`config.mk`:
```
export PLATFORM = sky130hd
export DESIGN_NAME = tap_top
export DESIGN_NICKNAME = d
export VERILOG_FILES = /design/src/tap_sync.v /design/src/tap_fsm.v /design/src/tap_top.v
export VERILOG_INCLUDE_DIRS = /design/src
export SDC_FILE = /design/constraint.sdc
export NUM_CORES = 1
export LEC_CHECK = 0
export BUFFER_PORTS_ARGS = -buffer_cell sky130_fd_sc_hd__buf_2
export CAP_MARGIN = 20
export CORE_ASPECT_RATIO = 1.4
export CORE_MARGIN = 4
export CORE_UTILIZATION = 44
export DETAILED_ROUTE_END_ITERATION = 12
export PLACE_DENSITY_LB_ADDON = 0.05
export SLEW_MARGIN = 15
export SYNTH_ARGS = -nofsm -noshare
export SYNTH_HDL_FRONTEND = slang
export SYNTH_SLANG_ARGS = --single-unit
```
`constraint.sdc`:
```
create_clock -name REF_CLK -period 2.1 [get_ports REF_CLK]
set_clock_uncertainty 0.05 [all_clocks]
set_input_delay 0.105 -clock REF_CLK [delete_from_list [all_inputs] [get_ports REF_CLK]]
set_output_delay 0.105 -clock REF_CLK [all_outputs]
set_load 0.02 [all_outputs]
```
`src/tap_defines.vh`:
```
`ifndef TAP_DEFINES_VH
`define TAP_DEFINES_VH
// ----------------------------------------------------------------------
// Instruction codes
// ----------------------------------------------------------------------
`define IR_WIDTH        3
`define IR_EXTEST       3'h0
`define IR_IDENT        3'h1
`define IR_SAMPLE_FLOAT 3'h2
`define IR_SAMPLE_PRE   3'h4
`define IR_BYPASS       3'h7
`define IR_CAPTURE_LOW  2'h1
// ----------------------------------------------------------------------
// Register sizes and positions
// ----------------------------------------------------------------------
`define BSR_WIDTH       109
`define BSR_FLOAT_BIT   108
`define ID_WIDTH        32
// Identification code: the value is arbitrary.
`define ID_CODE         32'h0ABC_DEF1
// ----------------------------------------------------------------------
// Controller states
// ----------------------------------------------------------------------
`define ST_RESET        4'h0
`define ST_IDLE         4'h1
`define ST_SEL_DR       4'h2
`define ST_CAP_DR       4'h3
`define ST_SHIFT_DR     4'h4
`define ST_EXIT1_DR     4'h5
`define ST_PAUSE_DR     4'h6
`define ST_EXIT2_DR     4'h7
`define ST_UPD_DR       4'h8
`define ST_SEL_IR       4'h9
`define ST_CAP_IR       4'hA
`define ST_SHIFT_IR     4'hB
`define ST_EXIT1_IR     4'hC
`define ST_PAUSE_IR     4'hD
`define ST_EXIT2_IR     4'hE
`define ST_UPD_IR       4'hF
`endif

```
`src/tap_sync.v`:
```
`timescale 1ns/1ps
// Two-stage synchroniser for the scan pins.
// Reset loads the idle pin levels (data and mode high, scan clock low), so
// that the edge detector sees no false scan clock edge after reset.
module tap_sync (
  input  wire       clk,
  input  wire       rst,
  input  wire [2:0] d,
  output reg  [2:0] q
);
  reg [2:0] meta_reg;
  always @(posedge clk) begin
    if (rst) begin
      meta_reg <= 3'h6;
      q        <= 3'h6;
    end else begin
      meta_reg <= d;
      q        <= meta_reg;
    end
  end
endmodule

```
`src/tap_fsm.v`:
```
`timescale 1ns/1ps
`include "tap_defines.vh"
// Sixteen-state controller, advanced once per rising scan clock edge.
module tap_fsm (
  input  wire       clk,
  input  wire       rst,
  input  wire       adv,
  input  wire       tms,
  output reg  [3:0] state_reg
);
  reg [3:0] state_next;
  always @* begin
    state_next = state_reg;
    case (state_reg)
      `ST_RESET:    state_next = tms ? `ST_RESET    : `ST_IDLE;
      `ST_IDLE:     state_next = tms ? `ST_SEL_DR   : `ST_IDLE;
      `ST_SEL_DR:   state_next = tms ? `ST_SEL_IR   : `ST_CAP_DR;
      `ST_CAP_DR:   state_next = tms ? `ST_EXIT1_DR : `ST_SHIFT_DR;
      `ST_SHIFT_DR: state_next = tms ? `ST_EXIT1_DR : `ST_SHIFT_DR;
      `ST_EXIT1_DR: state_next = tms ? `ST_UPD_DR   : `ST_PAUSE_DR;
      `ST_PAUSE_DR: state_next = tms ? `ST_EXIT2_DR : `ST_PAUSE_DR;
      `ST_EXIT2_DR: state_next = tms ? `ST_UPD_DR   : `ST_SHIFT_DR;
      `ST_UPD_DR:   state_next = tms ? `ST_SEL_DR   : `ST_IDLE;
      `ST_SEL_IR:   state_next = tms ? `ST_RESET    : `ST_CAP_IR;
      `ST_CAP_IR:   state_next = tms ? `ST_EXIT1_IR : `ST_SHIFT_IR;
      `ST_SHIFT_IR: state_next = tms ? `ST_EXIT1_IR : `ST_SHIFT_IR;
      `ST_EXIT1_IR: state_next = tms ? `ST_UPD_IR   : `ST_PAUSE_IR;
      `ST_PAUSE_IR: state_next = tms ? `ST_EXIT2_IR : `ST_PAUSE_IR;
      `ST_EXIT2_IR: state_next = tms ? `ST_UPD_IR   : `ST_SHIFT_IR;
      `ST_UPD_IR:   state_next = tms ? `ST_SEL_DR   : `ST_IDLE;
      default:      state_next = `ST_RESET;
    endcase
  end
  always @(posedge clk) begin
    if (rst)
      state_reg <= `ST_RESET;
    else if (adv)
      state_reg <= state_next;
  end
endmodule

```
`src/tap_top.v`:
```
`timescale 1ns/1ps
`include "tap_defines.vh"
module tap_top (
  // System
  input  wire                  REF_CLK,
  input  wire                  SYS_RST,
  // Scan port
  input  wire                  TCK,
  input  wire                  TMS,
  input  wire                  TDI,
  output reg                   TDO,
  output reg                   TDO_OE,
  // Memory pin ring
  input  wire [`BSR_WIDTH-1:0] PIN_RING,
  input  wire                  MEM_OUT_EN,
  output reg  [`BSR_WIDTH-1:0] PIN_DRIVE,
  output reg                   PIN_DRIVE_SEL,
  output reg                   OUT_BUS_EN
);
  // --------------------------------------------------------------------
  // Pin synchronisation and edge detection
  // --------------------------------------------------------------------
  wire [2:0] pins_sync;
  reg        tck_prev_reg;
  wire       tck_rise;
  wire       tck_fall;
  wire       tms_s;
  wire       tdi_s;

  tap_sync u_sync (
    .clk (REF_CLK),
    .rst (SYS_RST),
    .d   ({TDI, TMS, TCK}),
    .q   (pins_sync)
  );

  assign tms_s    = pins_sync[1];
  assign tdi_s    = pins_sync[2];
  assign tck_rise = pins_sync[0] & ~tck_prev_reg;
  assign tck_fall = ~pins_sync[0] & tck_prev_reg;

  always @(posedge REF_CLK) begin
    if (SYS_RST)
      tck_prev_reg <= 1'b0;
    else
      tck_prev_reg <= pins_sync[0];
  end

  // --------------------------------------------------------------------
  // Controller
  // --------------------------------------------------------------------
  wire [3:0] state;

  tap_fsm u_fsm (
    .clk       (REF_CLK),
    .rst       (SYS_RST),
    .adv       (tck_rise),
    .tms       (tms_s),
    .state_reg (state)
  );

  // --------------------------------------------------------------------
  // Instruction decode
  // --------------------------------------------------------------------
  reg [`IR_WIDTH-1:0] ir_shift_reg;
  reg [`IR_WIDTH-1:0] ir_reg;

  // Selects the boundary register for a given instruction.
  function sel_bsr;
    input [`IR_WIDTH-1:0] code;
    begin
      sel_bsr = (code == `IR_EXTEST) || (code == `IR_SAMPLE_FLOAT) ||
                (code == `IR_SAMPLE_PRE);
    end
  endfunction

  wire is_ident = (ir_reg == `IR_IDENT);
  wire is_bsr   = sel_bsr(ir_reg);
  // Anything else, reserved codes included, selects bypass.
  wire is_byp   = ~is_ident & ~is_bsr;

  // --------------------------------------------------------------------
  // Instruction register
  // --------------------------------------------------------------------
  always @(posedge REF_CLK) begin
    if (SYS_RST) begin
      ir_shift_reg <= `IR_IDENT;
      ir_reg       <= `IR_IDENT;
    end else if (state == `ST_RESET) begin
      // Test-Logic-Reset acts at once, not at the next scan clock rise.
      ir_reg <= `IR_IDENT;
    end else if (tck_rise) begin
      case (state)
        `ST_CAP_IR: begin
          ir_shift_reg <= {ir_shift_reg[2], `IR_CAPTURE_LOW};
        end
        `ST_SHIFT_IR: begin
          ir_shift_reg <= {tdi_s, ir_shift_reg[2:1]};
        end
        `ST_UPD_IR: begin
          ir_reg <= ir_shift_reg;
        end
        default: begin
          ir_reg <= ir_reg;
        end
      endcase
    end
  end

  // --------------------------------------------------------------------
  // Data registers
  // --------------------------------------------------------------------
  reg                  byp_reg;
  reg [`ID_WIDTH-1:0]  id_reg;
  reg [`BSR_WIDTH-1:0] bsr_reg;
  reg [`BSR_WIDTH-1:0] preload_reg;

  always @(posedge REF_CLK) begin
    if (SYS_RST) begin
      byp_reg     <= 1'b0;
      id_reg      <= `ID_CODE;
      bsr_reg     <= {`BSR_WIDTH{1'b0}};
      preload_reg <= {`BSR_WIDTH{1'b0}};
    end else if (state == `ST_RESET) begin
      preload_reg[`BSR_FLOAT_BIT] <= 1'b0;
    end else if (tck_rise) begin
      case (state)
        `ST_CAP_DR: begin
          if (is_byp)
            byp_reg <= 1'b0;
          if (is_ident)
            id_reg <= `ID_CODE;
          if (is_bsr)
            bsr_reg <= PIN_RING;
        end
        `ST_SHIFT_DR: begin
          if (is_byp)
            byp_reg <= tdi_s;
          if (is_ident)
            id_reg <= {tdi_s, id_reg[`ID_WIDTH-1:1]};
          if (is_bsr)
            bsr_reg <= {tdi_s, bsr_reg[`BSR_WIDTH-1:1]};
        end
        `ST_UPD_DR: begin
          if (is_bsr)
            preload_reg <= bsr_reg;
        end
        default: begin
          byp_reg <= byp_reg;
        end
      endcase
    end
  end

  // --------------------------------------------------------------------
  // Serial output, changed on the falling scan clock edge
  // --------------------------------------------------------------------
  reg tdo_next;
  always @* begin
    if (state == `ST_SHIFT_IR)
      tdo_next = ir_shift_reg[0];
    else if (is_ident)
      tdo_next = id_reg[0];
    else if (is_bsr)
      tdo_next = bsr_reg[0];
    else
      tdo_next = byp_reg;
  end

  always @(posedge REF_CLK) begin
    if (SYS_RST) begin
      TDO    <= 1'b0;
      TDO_OE <= 1'b0;
    end else if (tck_fall) begin
      TDO    <= tdo_next;
      TDO_OE <= (state == `ST_SHIFT_DR) || (state == `ST_SHIFT_IR);
    end
  end

  // --------------------------------------------------------------------
  // Pin ring control
  // --------------------------------------------------------------------
  always @(posedge REF_CLK) begin
    if (SYS_RST) begin
      PIN_DRIVE     <= {`BSR_WIDTH{1'b0}};
      PIN_DRIVE_SEL <= 1'b0;
      OUT_BUS_EN    <= 1'b0;
    end else begin
      PIN_DRIVE     <= preload_reg;
      PIN_DRIVE_SEL <= (ir_reg == `IR_EXTEST);
      if (ir_reg == `IR_EXTEST)
        OUT_BUS_EN <= preload_reg[`BSR_FLOAT_BIT];
      else if (ir_reg == `IR_SAMPLE_FLOAT)
        OUT_BUS_EN <= 1'b0;
      else
        OUT_BUS_EN <= MEM_OUT_EN;
    end
  end
endmodule

```
==> impl_metrics.csv <==
group,metric,value,unit
outcome,status,"complete, no violations",
placement,port-buffer-count,227,
sta,max_freq,0.534,GHz
cells_and_area,layout_commonest_cell,"dfxtp_1",
placement,gp_congestion,0.729,
cells_and_area,fin_cells,2158,
detailed_routing,post_drt_wl_per_cell,15.0,um
detailed_routing,routed_wl,32400,um
pwr,leakagePower,6.63,nW
clock_tree,cts_setup_buffers,0,
sta,finalSetupViolCount,0,
setup_path,cp-start-kind,"flip-flop",
clock_tree,hold_buffers,114,
detailed_routing,vias,10600,
sta,rsz0062_at_grt,"false",
setup_path,arrival,2.20,ns
setup_path,crit_path_end_kind,"flip-flop",
clock_tree,cts_max_level,2,
setup_path,critPathTopFamily,"simple AND/OR/NAND/NOR gates",
cells_and_area,nFillCells,2762,
sta,slew_headroom,54.1,%
cells_and_area,syn2layout_area_growth,29.9,%
pwr,power.total,14.8,mW
clock_tree,clkTransAtPathRegs,0.06,ns
synth,synth_cell_types,49,
placement,dp.final_hpwl,21000,um
clock_tree,clock_latency,0.52,ns
setup_path,worst-r2r-setup-slack,0.23,ns
sta,fin_hold_ws,0.276,ns
setup_path,crit_chain,"buf_4 -> nor3_1 -> nand4_1 -> buf_12 -> nand2_1 -> a21oi_1",
global_route,grt_overflow,0,
setup_path,crit_slowest_cell,"dfxtp_1",
pwr,power_frac_comb,3.9,%
sta,timing.final.crit_share,89.1,%
clock_tree,cts_tree,"done",
synth,synth_area,0.0137,sq mm
clock_tree,cts_buffers,38,
setup_path,timing.rr.end,"preload_reg[36]",
synth,yosysSeqAreaShare,55.5,%
pwr,switching_share,20.6,%
setup_path,cp.depth,6,
detailed_routing,viasPerCell,4.91,
placement,dp_cells,1977,
sta,maxSlewViolCount,0,
cells_and_area,nets,1856,
worst_hold_path,whs_endpoint,"u_sync.meta_reg[2]",
global_route,grt_pass1_vias,10200,
pwr,p_sw,3.06,mW
sta,hold_viol,0,
detailed_routing,drtPass1Iterations,5,
floorplanning,ios,228,
setup_path,critPathMaxFanout,68,
global_route,track_usage,18.6,%
floorplanning,die_y,217,um
floorplanning,die_w,157,um
synth,syn_nets,1555,
synth,yosysWarnings,0,
setup_path,worstSetupPathType,"flip-flop to flip-flop",
detailed_routing,drc,0,
pwr,pwr-share-clk,47.2,%
pwr,max-vdd-ir-drop,0.000600,V
cells_and_area,drive_gt1_share,20.3,%
worst_hold_path,hp-start,"TDI",
synth,syn_inst,1440,
cells_and_area,final_util,58.0,%
clock_tree,clock_sinks,381,
sta,setup-tns-final,0,ns
floorplanning,design.core.area,0.0308,sq mm
setup_path,reg2reg_depth,6,
sta,worst_pin_slew,0.689,ns
clock_tree,cts_resized,0,
pwr,p_seq_share,48.9,%
clock_tree,max-clock-path-buffers,3,
sta,min_period,1.87,ns
cells_and_area,final_cell_mix,"dfxtp_1, buf_2, nand2_1",
setup_path,r2r_start,"u_fsm.state_reg[0]",
global_route,grt_max_degree,99,
detailed_routing,drtIter0Drc,433,
floorplanning,placementRows,76,
synth,avgSynthCellArea,9.54,sq um
setup_path,cp.buffers_inverters,2,
detailed_routing,drt.antenna.violating_nets,0,
setup_path,cp.required,2.43,ns
floorplanning,dieArea,0.0342,sq mm
synth,synth-seq-cells,381,
worst_hold_path,hp-class,"input port to flip-flop",
clock_tree,ctsRootBufferMaster,"clkbuf_16",
global_route,grt_pass1_wl,52100,um
global_route,grt_antenna_before_repair,3,
floorplanning,start_util,44.6,%
setup_path,cpPeakStageDelay,0.36,ns
pwr,p_int,11.7,mW
worst_hold_path,holdPathStages,3,
pwr,power_density,829,mW/mm^2
job,cap_violations,0,
power by group through the flow:
| stage | Clock [mW] | Combinational (mW) | Sequential, mW |
|---|---|---|---|
| CTS | 7.20 | 0.580 | 7.25 |
| detailed placement | 0 | 0.410 | 7.41 |
| finish | 6.98 | 0.575 | 7.25 |
| floorplan | 0 | 0.208 | 7.40 |
| global placement | 0 | 0.409 | 7.41 |
| global route | 7.47 | 0.629 | 7.24 |
cells by family (layout without fill, tap and decap cells):
logic type             count (synthesis)  after routing  share of synthesized area, %
buffers and inverters                123            449                          4.45
AND/OR/NAND/NOR                      539            539                          17.9
other                                  0              2                             0
flip-flops                           381            381                          55.5
multiplexers                         111            111                          8.09
XOR/XNOR                               1              1                        0.0637
AO/OA/AOI/OAI                        285            285                          13.9
tightest hold or removal path, stage by stage:
cell and delay (ns):
dlygate4sd3_1 0.53, buf_2 0.10, or2_2 0.08
how the worst max path moves through the flow:
| stage | to | from | slack, ns |
|---|---|---|---|
| final | preload_reg[36] | u_fsm.state_reg[0] | 0.23 |
| after global routing | preload_reg[30] | u_fsm.state_reg[0] | 0.05 |
| after floorplan | id_reg[26] | u_fsm.state_reg[3] | 0.46 |
| after detailed placement | preload_reg[2] | u_fsm.state_reg[0] | 0.26 |
| after CTS | preload_reg[2] | u_fsm.state_reg[0] | 0.25 |
| after global placement | bsr_reg[84] | u_fsm.state_reg[3] | 0.33 |
area by class of cell:
cell class | instances | area (sq um) | area share (%)
Tap cell | 390 | 488 | 2.73
Timing Repair Buffer | 382 | 2920 | 16.4
Sequential cell | 381 | 7630 | 42.7
Clock buffer | 53 | 1120 | 6.26
Antenna cell | 2 | 5.00 | 0.0280
Multi-Input combinational cell | 936 | 5520 | 30.9
Inverter | 2 | 7.51 | 0.0420
Clock inverter | 12 | 171 | 0.960
per-layer routing:
layer	wire (um)	up-vias	GRT usage, %
li1	-	5476	-
met1	14200	4866	23.8
met2	15900	195	31.7
met3	1480	58	3.44
met4	868	2	5.85
met5	13	-	0
metrics by stage:
| step | area [sq um] | setup slack [ns] |
|---|---|---|
| 2_1_floorplan | 13700 | 0.457 |
| 3_3_place_gp | 15400 | 0.329 |
| 3_5_place_dp | 15400 | 0.256 |
| 4_1_cts | 17900 | 0.245 |
| 5_1_grt | 17900 | 0.0491 |
| 6_report | 17900 | 0.229 |
cells in the mapped netlist (all sizes together):
cell	instances	area (sq um)
clkbuf	63	236
o21ai	7	35.0
nor3	12	60.1
o211a	2	20.0
a22oi	24	180
dfxtp	381	7630
o31ai	1	7.51
a211o	1	8.76
nor4b	2	32.5
a221oi	2	17.5
inv	2	7.51
nor4	2	12.5
a211oi	113	938
o2111ai	1	8.76
o31a	1	8.76
o21bai	2	15.0
buf	58	368
or3b	1	8.76
and4	1	8.76
nor2	153	574
o21ba	1	10.0
a31oi	1	6.26
a21oi	126	634
or3	1	6.26
nand2	225	845
and3b	2	17.5
nand2b	7	43.8
a2111oi	1	8.76
and3	2	12.5
xnor2	1	8.76
nand3b	1	7.51
a311oi	1	8.76
or4	1	7.51
nor2b	115	719
nor3b	5	52.6
mux2i	111	1110
or2	4	25.0
nand3	2	10.0
nand4	2	12.5
or4b	1	10.0
o32ai	1	8.76
(Power assumes the default switching activity.)
